==> src/rtl/phy_mgmt_pkg.sv <==
// Package with register map, field positions and reset values of the control/status bank.
package phy_mgmt_pkg;

    localparam logic [4:0]  ADDR_CONTROL       = 5'h00;
    localparam logic [4:0]  ADDR_STATUS        = 5'h01;
    localparam logic [15:0] CONTROL_RESET      = 16'h3100;
    localparam logic [15:0] STATUS_RESET       = 16'h7849;
    localparam logic [15:0] CONTROL_WRITE_MASK = 16'hFF80;

    localparam int CTL_SOFT_RESET     = 15;
    localparam int CTL_LOOPBACK       = 14;
    localparam int CTL_SPEED_SELECT   = 13;
    localparam int CTL_AUTONEG_ENABLE = 12;
    localparam int CTL_POWER_DOWN     = 11;
    localparam int CTL_ISOLATE        = 10;
    localparam int CTL_AUTONEG_RESTART = 9;
    localparam int CTL_DUPLEX         = 8;
    localparam int CTL_COLLISION_TEST = 7;

    localparam int STS_AUTONEG_DONE   = 5;
    localparam int STS_REMOTE_FAULT   = 4;
    localparam int STS_LINK_VALID     = 2;
    localparam int STS_JABBER         = 1;

    // Cycles the soft reset is held before the self-clearing bit drops.
    localparam logic [3:0] SOFT_RESET_CYCLES = 4'h8;

    typedef struct packed {
        logic        read_strobe;
        logic        write_strobe;
        logic [4:0]  address;
        logic [15:0] write_data;
    } mgmt_request_type;

    typedef struct packed {
        logic        link_valid;
        logic        jabber;
        logic        remote_fault;
        logic        autoneg_done;
        logic        autoneg_duplex;
        logic        autoneg_duplex_valid;
        logic        tx_active;
    } phy_events_type;

    typedef struct packed {
        logic        soft_reset;
        logic        loopback;
        logic        speed_select;
        logic        autoneg_enable;
        logic        power_down;
        logic        isolate;
        logic        autoneg_restart;
        logic        full_duplex;
        logic        collision_test;
    } phy_mode_type;

endpackage

==> src/rtl/sync_levels.sv <==
// Two-flop synchroniser for a group of level inputs from outside the clock domain.
`timescale 1ns/1ps
`default_nettype none
module sync_levels #(
    parameter int WIDTH = 1
) (
    input  wire logic             clk,
    input  wire logic             reset_n,
    input  wire logic [WIDTH-1:0] async_in,
    output logic      [WIDTH-1:0] sync_out
);
    typedef struct packed {
        logic [WIDTH-1:0] first;
        logic [WIDTH-1:0] second;
    } sync_state_type;

    sync_state_type state_reg;
    sync_state_type state_next;

    always_comb begin
        state_next.first  = async_in;
        state_next.second = state_reg.first;
    end

    always_ff @(posedge clk) begin
        if (!reset_n) begin
            state_reg <= '0;
        end else begin
            state_reg <= state_next;
        end
    end

    assign sync_out = state_reg.second;
endmodule
`default_nettype wire

==> src/rtl/phy_mgmt_control_status_regs.sv <==
// Control and status register pair of the physical layer, reached over management access.
//
// Contract
// The control register resets to 0x3100: 100 Mb/s, auto-negotiation on, full duplex.
// Control bit 8 at one selects full duplex, set by software or by auto-negotiation.
// Control bit 8 at zero selects half duplex.
// Control bit 7 places the layer in collision test mode and resets to zero.
// The collision test bit sets once a transmission starts and clears when it halts.
// Software writes zeros into control bits 6:0.
// Software does not depend on reserved bits and preserves them in read-modify-write.
// The status register resets to 0x7849.
// The status register reports abilities and state; writes do not change it.
// Status bit 1 latches a jabber condition until the status register is read.
// Status bit 2 reads one while a valid link exists, zero otherwise.
// Status bit 0 always reads one.
// Writing one to control bit 15 restores defaults, then the bit clears itself.
// Writing one to control bit 9 restarts auto-negotiation, then the bit clears itself.
`timescale 1ns/1ps
`default_nettype none
module phy_mgmt_control_status_regs
    import phy_mgmt_pkg::*;
(
    input  wire logic             clk,
    input  wire logic             reset_n,
    input  wire mgmt_request_type mgmt_request,
    output logic [15:0]           read_data,
    output logic                  read_valid,
    input  wire phy_events_type   phy_events,
    output phy_mode_type          phy_mode,
    output logic                  autoneg_restart_pulse,
    output logic                  internal_reset
);
    typedef struct packed {
        logic [15:0] control;
        logic        jabber_latched;
        logic        fault_latched;
        logic [3:0]  soft_count;
        logic        tx_seen;
        logic [15:0] read_data;
        logic        read_valid;
        logic        restart_pulse;
    } regs_state_type;

    regs_state_type state_reg;
    regs_state_type state_next;
    phy_events_type events_sync;
    logic [15:0]    status_now;
    logic           write_control;
    logic           read_status;

    sync_levels #(
        .WIDTH($bits(phy_events_type))
    ) u_sync (
        .clk      (clk),
        .reset_n  (reset_n),
        .async_in (phy_events),
        .sync_out (events_sync)
    );

    assign write_control = mgmt_request.write_strobe && mgmt_request.address == ADDR_CONTROL;
    assign read_status   = mgmt_request.read_strobe && mgmt_request.address == ADDR_STATUS;

    // Abilities are fixed; only state bits are live. Bit 0 comes from the reset constant.
    always_comb begin
        status_now                   = STATUS_RESET;
        status_now[STS_AUTONEG_DONE] = events_sync.autoneg_done;
        status_now[STS_REMOTE_FAULT] = state_reg.fault_latched;
        status_now[STS_LINK_VALID]   = events_sync.link_valid;
        status_now[STS_JABBER]       = state_reg.jabber_latched;
    end

    always_comb begin
        state_next               = state_reg;
        state_next.read_valid    = mgmt_request.read_strobe;
        state_next.restart_pulse = 1'b0;
        state_next.tx_seen       = events_sync.tx_active;
        if (mgmt_request.read_strobe) begin
            unique case (mgmt_request.address)
                ADDR_CONTROL: state_next.read_data = state_reg.control;
                ADDR_STATUS:  state_next.read_data = status_now;
                default:      state_next.read_data = 16'h0000;
            endcase
        end
        // Read-to-clear; a new event in the read cycle still sets, so set wins.
        if (read_status) begin
            state_next.jabber_latched = 1'b0;
            state_next.fault_latched  = 1'b0;
        end
        if (events_sync.jabber) begin
            state_next.jabber_latched = 1'b1;
        end
        if (events_sync.remote_fault) begin
            state_next.fault_latched = 1'b1;
        end
        // Status writes are dropped: below, only the soft reset touches status state.
        if (write_control) begin
            state_next.control = mgmt_request.write_data & CONTROL_WRITE_MASK;
        end
        if (events_sync.autoneg_duplex_valid && state_reg.control[CTL_AUTONEG_ENABLE]) begin
            state_next.control[CTL_DUPLEX] = events_sync.autoneg_duplex;
        end
        if (events_sync.tx_active && !state_reg.tx_seen) begin
            state_next.control[CTL_COLLISION_TEST] = 1'b1;
        end else if (!events_sync.tx_active && state_reg.tx_seen) begin
            state_next.control[CTL_COLLISION_TEST] = 1'b0;
        end
        if (state_reg.control[CTL_AUTONEG_RESTART]) begin
            state_next.restart_pulse                = 1'b1;
            state_next.control[CTL_AUTONEG_RESTART] = 1'b0;
        end
        // Soft reset holds internal state down for a few cycles, then restores defaults.
        if (state_reg.soft_count != 4'h0) begin
            state_next.soft_count = state_reg.soft_count - 4'h1;
            if (state_reg.soft_count == 4'h1) begin
                state_next.control        = CONTROL_RESET;
                state_next.jabber_latched = 1'b0;
                state_next.fault_latched  = 1'b0;
            end
        end else if (state_reg.control[CTL_SOFT_RESET]) begin
            state_next.soft_count = SOFT_RESET_CYCLES;
        end
    end

    always_ff @(posedge clk) begin
        if (!reset_n) begin
            state_reg         <= '0;
            state_reg.control <= CONTROL_RESET;
        end else begin
            state_reg <= state_next;
        end
    end

    assign read_data             = state_reg.read_data;
    assign read_valid            = state_reg.read_valid;
    assign autoneg_restart_pulse = state_reg.restart_pulse;
    assign internal_reset        = state_reg.soft_count != 4'h0;
    assign phy_mode.soft_reset      = state_reg.control[CTL_SOFT_RESET];
    assign phy_mode.loopback        = state_reg.control[CTL_LOOPBACK];
    assign phy_mode.speed_select    = state_reg.control[CTL_SPEED_SELECT];
    assign phy_mode.autoneg_enable  = state_reg.control[CTL_AUTONEG_ENABLE];
    assign phy_mode.power_down      = state_reg.control[CTL_POWER_DOWN];
    assign phy_mode.isolate         = state_reg.control[CTL_ISOLATE];
    assign phy_mode.autoneg_restart = state_reg.control[CTL_AUTONEG_RESTART];
    assign phy_mode.full_duplex     = state_reg.control[CTL_DUPLEX];
    assign phy_mode.collision_test  = state_reg.control[CTL_COLLISION_TEST];

    a_control_reset_value: assert property (@(posedge clk)
        !reset_n |=> state_reg.control == CONTROL_RESET)
        else $error("control register not at default after reset");
    a_duplex_from_autoneg: assert property (@(posedge clk) disable iff (!reset_n)
        events_sync.autoneg_duplex_valid && state_reg.control[CTL_AUTONEG_ENABLE]
        && state_reg.soft_count != 4'h1
        |=> phy_mode.full_duplex == $past(events_sync.autoneg_duplex))
        else $error("duplex mode does not follow the negotiated result");
    a_half_duplex_write: assert property (@(posedge clk) disable iff (!reset_n)
        write_control && !mgmt_request.write_data[CTL_DUPLEX]
        && !(events_sync.autoneg_duplex_valid && state_reg.control[CTL_AUTONEG_ENABLE])
        && state_reg.soft_count != 4'h1
        |=> !phy_mode.full_duplex)
        else $error("half duplex not selected after writing zero");
    a_collision_on_tx: assert property (@(posedge clk) disable iff (!reset_n)
        events_sync.tx_active && !state_reg.tx_seen && state_reg.soft_count == 4'h0
        |=> phy_mode.collision_test)
        else $error("collision test bit not set at transmission start");
    a_status_reset_value: assert property (@(posedge clk) disable iff (!reset_n)
        read_status && !events_sync.link_valid && !events_sync.autoneg_done
        && !state_reg.jabber_latched && !state_reg.fault_latched
        |=> read_data == STATUS_RESET)
        else $error("idle status reads differ from the default");
    a_jabber_holds: assert property (@(posedge clk) disable iff (!reset_n)
        state_reg.jabber_latched && !read_status && state_reg.soft_count != 4'h1
        |=> state_reg.jabber_latched)
        else $error("jabber flag dropped without a status read");
    a_link_bit_live: assert property (@(posedge clk) disable iff (!reset_n)
        read_status |=> read_data[2] == $past(events_sync.link_valid))
        else $error("link bit does not match link state");
    a_extended_one: assert property (@(posedge clk) disable iff (!reset_n)
        read_status |=> read_data[0])
        else $error("extended capability bit reads zero");
    a_soft_reset_clears: assert property (@(posedge clk) disable iff (!reset_n)
        state_reg.soft_count == 4'h0 && state_reg.control[15]
        |-> ##8 state_reg.soft_count == 4'h1 ##1 state_reg.control == CONTROL_RESET)
        else $error("soft reset did not restore defaults in time");
    a_restart_self_clear: assert property (@(posedge clk) disable iff (!reset_n)
        state_reg.control[9] && state_reg.soft_count == 4'h0 && !write_control
        |=> autoneg_restart_pulse && !state_reg.control[9])
        else $error("restart bit not self-cleared with pulse");
    a_status_write_ignored: assert property (@(posedge clk) disable iff (!reset_n)
        mgmt_request.write_strobe && mgmt_request.address == ADDR_STATUS
        && !events_sync.jabber && !read_status && state_reg.soft_count != 4'h1
        |=> state_reg.jabber_latched == $past(state_reg.jabber_latched))
        else $error("status write changed status state");

    c_jabber_read: cover property (@(posedge clk) state_reg.jabber_latched ##1 read_status);
    c_soft_reset: cover property (@(posedge clk) internal_reset ##1 !internal_reset);
    c_restart: cover property (@(posedge clk) autoneg_restart_pulse);
    c_collision: cover property (@(posedge clk) phy_mode.collision_test ##[1:20] !phy_mode.collision_test);
endmodule
`default_nettype wire

==> config.mk <==
export PLATFORM = sky130hd
export DESIGN_NAME = phy_mgmt_control_status_regs
export DESIGN_NICKNAME = d
export VERILOG_FILES = /design/src/rtl/phy_mgmt_pkg.sv /design/src/rtl/sync_levels.sv /design/src/rtl/phy_mgmt_control_status_regs.sv
export SDC_FILE = /design/constraint.sdc
export NUM_CORES = 1
export LEC_CHECK = 0
export BUFFER_PORTS_ARGS = -buffer_cell sky130_fd_sc_hd__buf_2
export CELL_PAD_IN_SITES_DETAIL_PLACEMENT = 1
export CELL_PAD_IN_SITES_GLOBAL_PLACEMENT = 1
export CORE_AREA = 2 2 79 81
export CTS_BUF_LIST = sky130_fd_sc_hd__clkbuf_8
export CTS_CLUSTER_SIZE = 28
export DETAILED_ROUTE_END_ITERATION = 10
export DIE_AREA = 0 0 81 83
export GPL_TIMING_DRIVEN = 0
export PLACE_DENSITY = 0.77
export SLEW_MARGIN = 40
export SYNTH_ARGS = -nofsm -noshare
export SYNTH_HDL_FRONTEND = slang
export SYNTH_SLANG_ARGS = --single-unit
export TNS_END_PERCENT = 50
==> constraint.sdc <==
create_clock -name clk -period 1.2 [get_ports clk]
set_input_delay 0.18 -clock clk [delete_from_list [all_inputs] [get_ports clk]]
set_output_delay 0.18 -clock clk [all_outputs]
set_load 0.05 [all_outputs]
Word-level counts from Yosys, hierarchy flattened --
Index checks and enable logic that the tools add are counted.
Operators by class: add/subtract/negate cells 1, equal/unequal tests 2, multiplexer cells 14, reductions and logical operators 10
Operator list (number):
- $mux W18 | 2
- $pmux W16 S2 | 1
- $mux W16 | 1
- $mux W4 | 2
- $mux W1 | 7
- $eq A5 B1 Y1 const B | 1
- $logic_and A1 B1 Y1 | 5
- $logic_not A5 Y1 | 1
- $eq A4 B1 Y1 const B | 1
- $reduce_bool A4 Y1 | 1
- $sub A4 B1 Y4 const B | 1
- $logic_not A1 Y1 | 2
- $mux W2 | 1
- $reduce_bool A2 Y1 | 1
Storage, ports and cells: register bits 55, word-level logic and storage cells 37

Logic depth before layout (Yosys ltp) --
depth in word-level cells 7, mapped depth 5, depth with buffers taken out 4

By module --
Synthesis repeated with hierarchy kept, for this count alone.
Second synthesis, totals: cell total of the unflattened synthesis 197, area, all modules 2143.3 µm²
By module, submodules not included:
- phy_mgmt_control_status_regs | instances 1, cells each 168, area an instance 1751.7 µm²
- sync_levels | instances 1, cells each 29, area an instance 391.6 µm²

Worst setup path before layout --
OpenSTA, ideal clock, no wires.
kind register to register, start point register state_reg[19] (netlist bit), end point register state_reg[26] (netlist bit), library setup time 115 ps, arrival 1194 ps, slack -110 ps, stages on the path, launching flop included 5, buffers on the path 1, clock period less this slack 1310 ps, path through dfxtp_1 -> inv_1 -> o41a_1 -> clkbuf_1 -> and3_1
On the way: longest elaborated chain between the ends 3
RTL lines:
- from (decl) | line phy_mgmt_control_status_regs.sv:44 | regs_state_type state_reg;
- from (signal assigned) | line phy_mgmt_control_status_regs.sv:129 | state_reg <= state_next;
- $eq A4 B1 Y1 | line phy_mgmt_control_status_regs.sv:114 | if (state_reg.soft_count == 4'h1) begin
- $mux W18 | line phy_mgmt_control_status_regs.sv:114
- $mux W18 * | line phy_mgmt_control_status_regs.sv:112 | if (state_reg.soft_count != 4'h0) begin
Mark *: on every way between the ends. The rest lies on a longest branch, timed or not. A chain may end at the register's enable or synchronous reset.

Worst setup path in the final report --
start point register state_reg[22] (netlist bit), end point register state_reg[31] (netlist bit)
Same word-level chain as after synthesis.

==> summary.txt <==
Floorplanning
  – Top-Level Pins: 60
  – Placeable core area: 5820 sq um
  – Total die area: 6720 sq um
  – Die span in x: 81 um
  – Placement row count: 28
  – Vert. Die Dim: 83 um
  – Effective utilization at floorplan: between 30% and 40%

Pwr
  – Static Leak: 1.35 nW
  – Post-layout power: roughly 3.4 mW
  – Worst VDD drop: just over 800 uV
  – Pwr per Cell Area: 1140 nW/um^2

Clocking
  – CTS root buffer: clkbuf_8
  – Post-CTS clock slew at the launch and capture registers of the worst setup and hold paths: 0.10 ns
  – Number of buffers between clock root and the deepest sink: 2
  – Number of sinks handled by clock tree synthesis: 55
  – Clock insertion delay at the later pin of the skew report: 0.30 ns
  – H-Tree Depth: 2
  – CTS Buf Count: 5
  – Clock tree from TritonCTS: done

Cells and area
  – Synthesis-to-finish area growth: 39.7%
  – Net total in the final layout: 304
  – Design Area, Final: 2960 sq um
  – Max FFs per register: 16
  – Share of final-layout standard cells stronger than drive strength 1: about half
  – Antenna cells: 0

Detailed routing
  – DR vias/cell: 4.71
  – Number of vias in the routed layout: 1,640
  – Total wire length: 5250 um
  – Iter 0 DRT Violations: between 60 and 70
  – DRC: 0
  – Post-detailed-route count of antenna-violating nets: 0
  – Detailed-router iteration count before antenna repair: 4
  – Average wire per cell in the routed design: 15.1 um

Global route
  – Overall global routing resource usage: between 10% and 20%
  – Antenna violations before repair: 0
  – First-pass GRT wire length: approximately 8300 um
  – Total overflow reported by the global router: 0
  – Maximum number of pins on one net before global-route repair: 18
  – Via count of the first global-routing pass: 1,665

Outcome
  – Failing checks: negative setup slack
  – Outcome: complete, but fails checks

Synthesis
  – Synthesis warning total: 0
  – Number of enable flip-flop cells after synthesis: 0
  – Post-Synthesis Cell Area: 2120 sq um
  – Post-synthesis instance total: 198
  – Post-Syn Area per Cell: 10.7 sq um
  – Top cell type's share of synthesized area: 52.0%
  – Register area share after synthesis: 52.0%
  – Post-synth cell types: 32
  – Number of storage elements in the synthesis netlist: between 50 and 60
  – Synth async-reset ratio: 0%
  – Largest area contributor in the netlist: dfxtp_1
  – Synthesized Nets: 230
  – Largest cells by area after synthesis: dfxtp_1 52%, buf_4 9.6%, nor2b_1 5.9%
  – Most used flip-flop cell after synthesis: dfxtp_1

STA
  – Maximum clock frequency: ~0.76 GHz
  – Headroom to the max-slew limit: 68.4%
  – Fraction of the cycle the final worst path needs: 110%
  – Final critical-path setup slack: -0.119 ns
  – Setup repair after global routing missed its margin: true
  – Slew at the pin with the worst max-slew slack: 0.474 ns
  – Worst slack on hold paths: a little over 0.08 ns
  – Slew Viols, Final: 0
  – Number of endpoints failing setup at the final stage: 15
  – Final critical path time including I/O delays and setup: about 1.3 ns
  – Number of hold violations in the final report: 0
  – Worst Skew: 0.00998 ns

Critical path
  – Worst setup path class: reg -> reg
  – Max FO, Critical Path: 6
  – Kind of capture point of the worst setup path: flip-flop
  – Critical register-to-register path endpoint: state_reg[31]$_SDFF_PN0_
  – Number of cell instances on the worst register-to-register path: 3
  – Arrival time at the worst endpoint: roughly 1.5 ns
  – Startpoint of the lowest-slack register-to-register path: state_reg[22]$_SDFFE_PN0P_
  – Critical Path RT: 1.41 ns
  – Slack of the worst reg-to-reg path: -0.12 ns
  – Setup crit start kind: flip-flop

Placement
  – Sum of net half-perimeters after detailed placement: 3430 um
  – Placed Area: 2470 sq um
  – Weighted congestion reported at the end of routability-driven placement: 0.747
  – Number of buffers inserted by port buffering: 52

Run
  – Number of max-cap violations: 0

Min path
  – Worst hold stages: 2
  – Hold_sp: phy_events[6]
  – Hold-critical path endpoint: u_sync.state_next[6]$_SDFF_PN0_
  – Path type of the worst min-delay path: in -> reg
==> synthesized netlist by cell type (all sizes together) (5+ instances only) <==
| cell | count |
|---|---|
| nor2b | 20 |
| dfxtp | 55 |
| mux2i | 7 |
| nor2 | 10 |
| buf | 29 |
| and2 | 17 |
| clkbuf | 5 |
| and3 | 9 |
| nand2 | 6 |
| a22oi | 5 |
| a221oi | 11 |
==> area by class of cell <==
class / count / area, sq um
well taps: 75 / 93.8
multi-input cells: 106 / 842
clock inverters: 3 / 43.8
inverters: 3 / 11.3
plain buffers: 34 / 268
repair buffers: 67 / 502
fillers: 669 / 2860
clock buffers: 5 / 68.8
flip-flops and latches: 55 / 1130
==> metal layers <==
metal | GRT usage [%] | share of wire (%) | wire (um)
met5 | 0 | 0 | 0
met2 | 25.8 | 50 | 2640
met1 | 20.6 | 45 | 2380
met4 | 4.16 | 0.65 | 34
met3 | 3.04 | 3.7 | 193
==> power by group <==
part	switching (mW)	internal [mW]
clock network	0.598	0.622
logic	0.147	0.137
registers	0.0197	1.85
total	0.765	2.61
==> what timing repair did <==
item | in CTS | in global routing
endpoints found under the setup margin | 47 | 51
hold buffers | 0 | 0
pin swaps | 3 | 7
buffers inserted | 8 | 6
gates cloned | 1 | 1
resized for setup | 35 | 41
==> per-stage QoR <==
stage	setup WS (ns)	cells	TNS, ns	utilization [%]
2_1_floorplan	-0.0596	198	-0.960	-
3_3_place_gp	-0.497	325	-12.21	42.6
3_5_place_dp	-0.507	325	-13.06	42.6
4_1_cts	-0.106	342	-0.839	47.7
5_1_grt	-0.155	348	-2.06	50.9
6_report	-0.119	348	-1.26	50.9
==> worst max-delay path, cell delays in order, from the launching register on <==
cell,delay [ns]
dfxtp_4,0.38
o41a_1,0.48
clkbuf_8,0.19
and3_1,0.17
==> how the worst max path moves through the flow <==
stage | end | from | depth (start not counted) | slack (ns)
global route | state_reg[30]$_SDFF_PN0_ | state_reg[22]$_SDFFE_PN0P_ | 3 | -0.16
detailed placement | phy_mode[6]$_SDFF_PN1_ | mgmt_request[20] | 6 | -0.51
CTS | state_reg[30]$_SDFF_PN0_ | state_reg[22]$_SDFFE_PN0P_ | 3 | -0.11
finish | state_reg[31]$_SDFF_PN0_ | state_reg[22]$_SDFFE_PN0P_ | 3 | -0.12
floorplan | phy_mode[5]$_SDFF_PN1_ | mgmt_request[20] | 5 | -0.06
global placement | phy_mode[5]$_SDFF_PN1_ | mgmt_request[20] | 6 | -0.50
==> kinds of logic after synthesis <==
group | share of synthesized area, %
AOI/OAI and AO/OA | 11.5
buffers and inverters | 12.2
DFF | 52.0
muxes | 3.31
and+or+nand+nor | 21.0
==> cells in the final DEF, fill, tap and decap left out, types with 2 or more instances in the layout <==
cell type,n
buf_4,56
dfxtp_1,42
buf_2,27
nor2b_1,20
and2_1,17
nor2_1,9
buf_6,9
clkbuf_8,8
dfxtp_2,8
a221oi_1,7
mux2i_1,7
and3_1,6
dfxtp_4,5
a221oi_2,4
nand2_1,4
clkbuf_1,3
a22oi_2,3
a21boi_0,3
buf_12,3
nand2_2,2
inv_1,2
a22oi_1,2
a21oi_1,2
and3_4,2
o21ai_0,2
(Power assumes the default switching activity.)
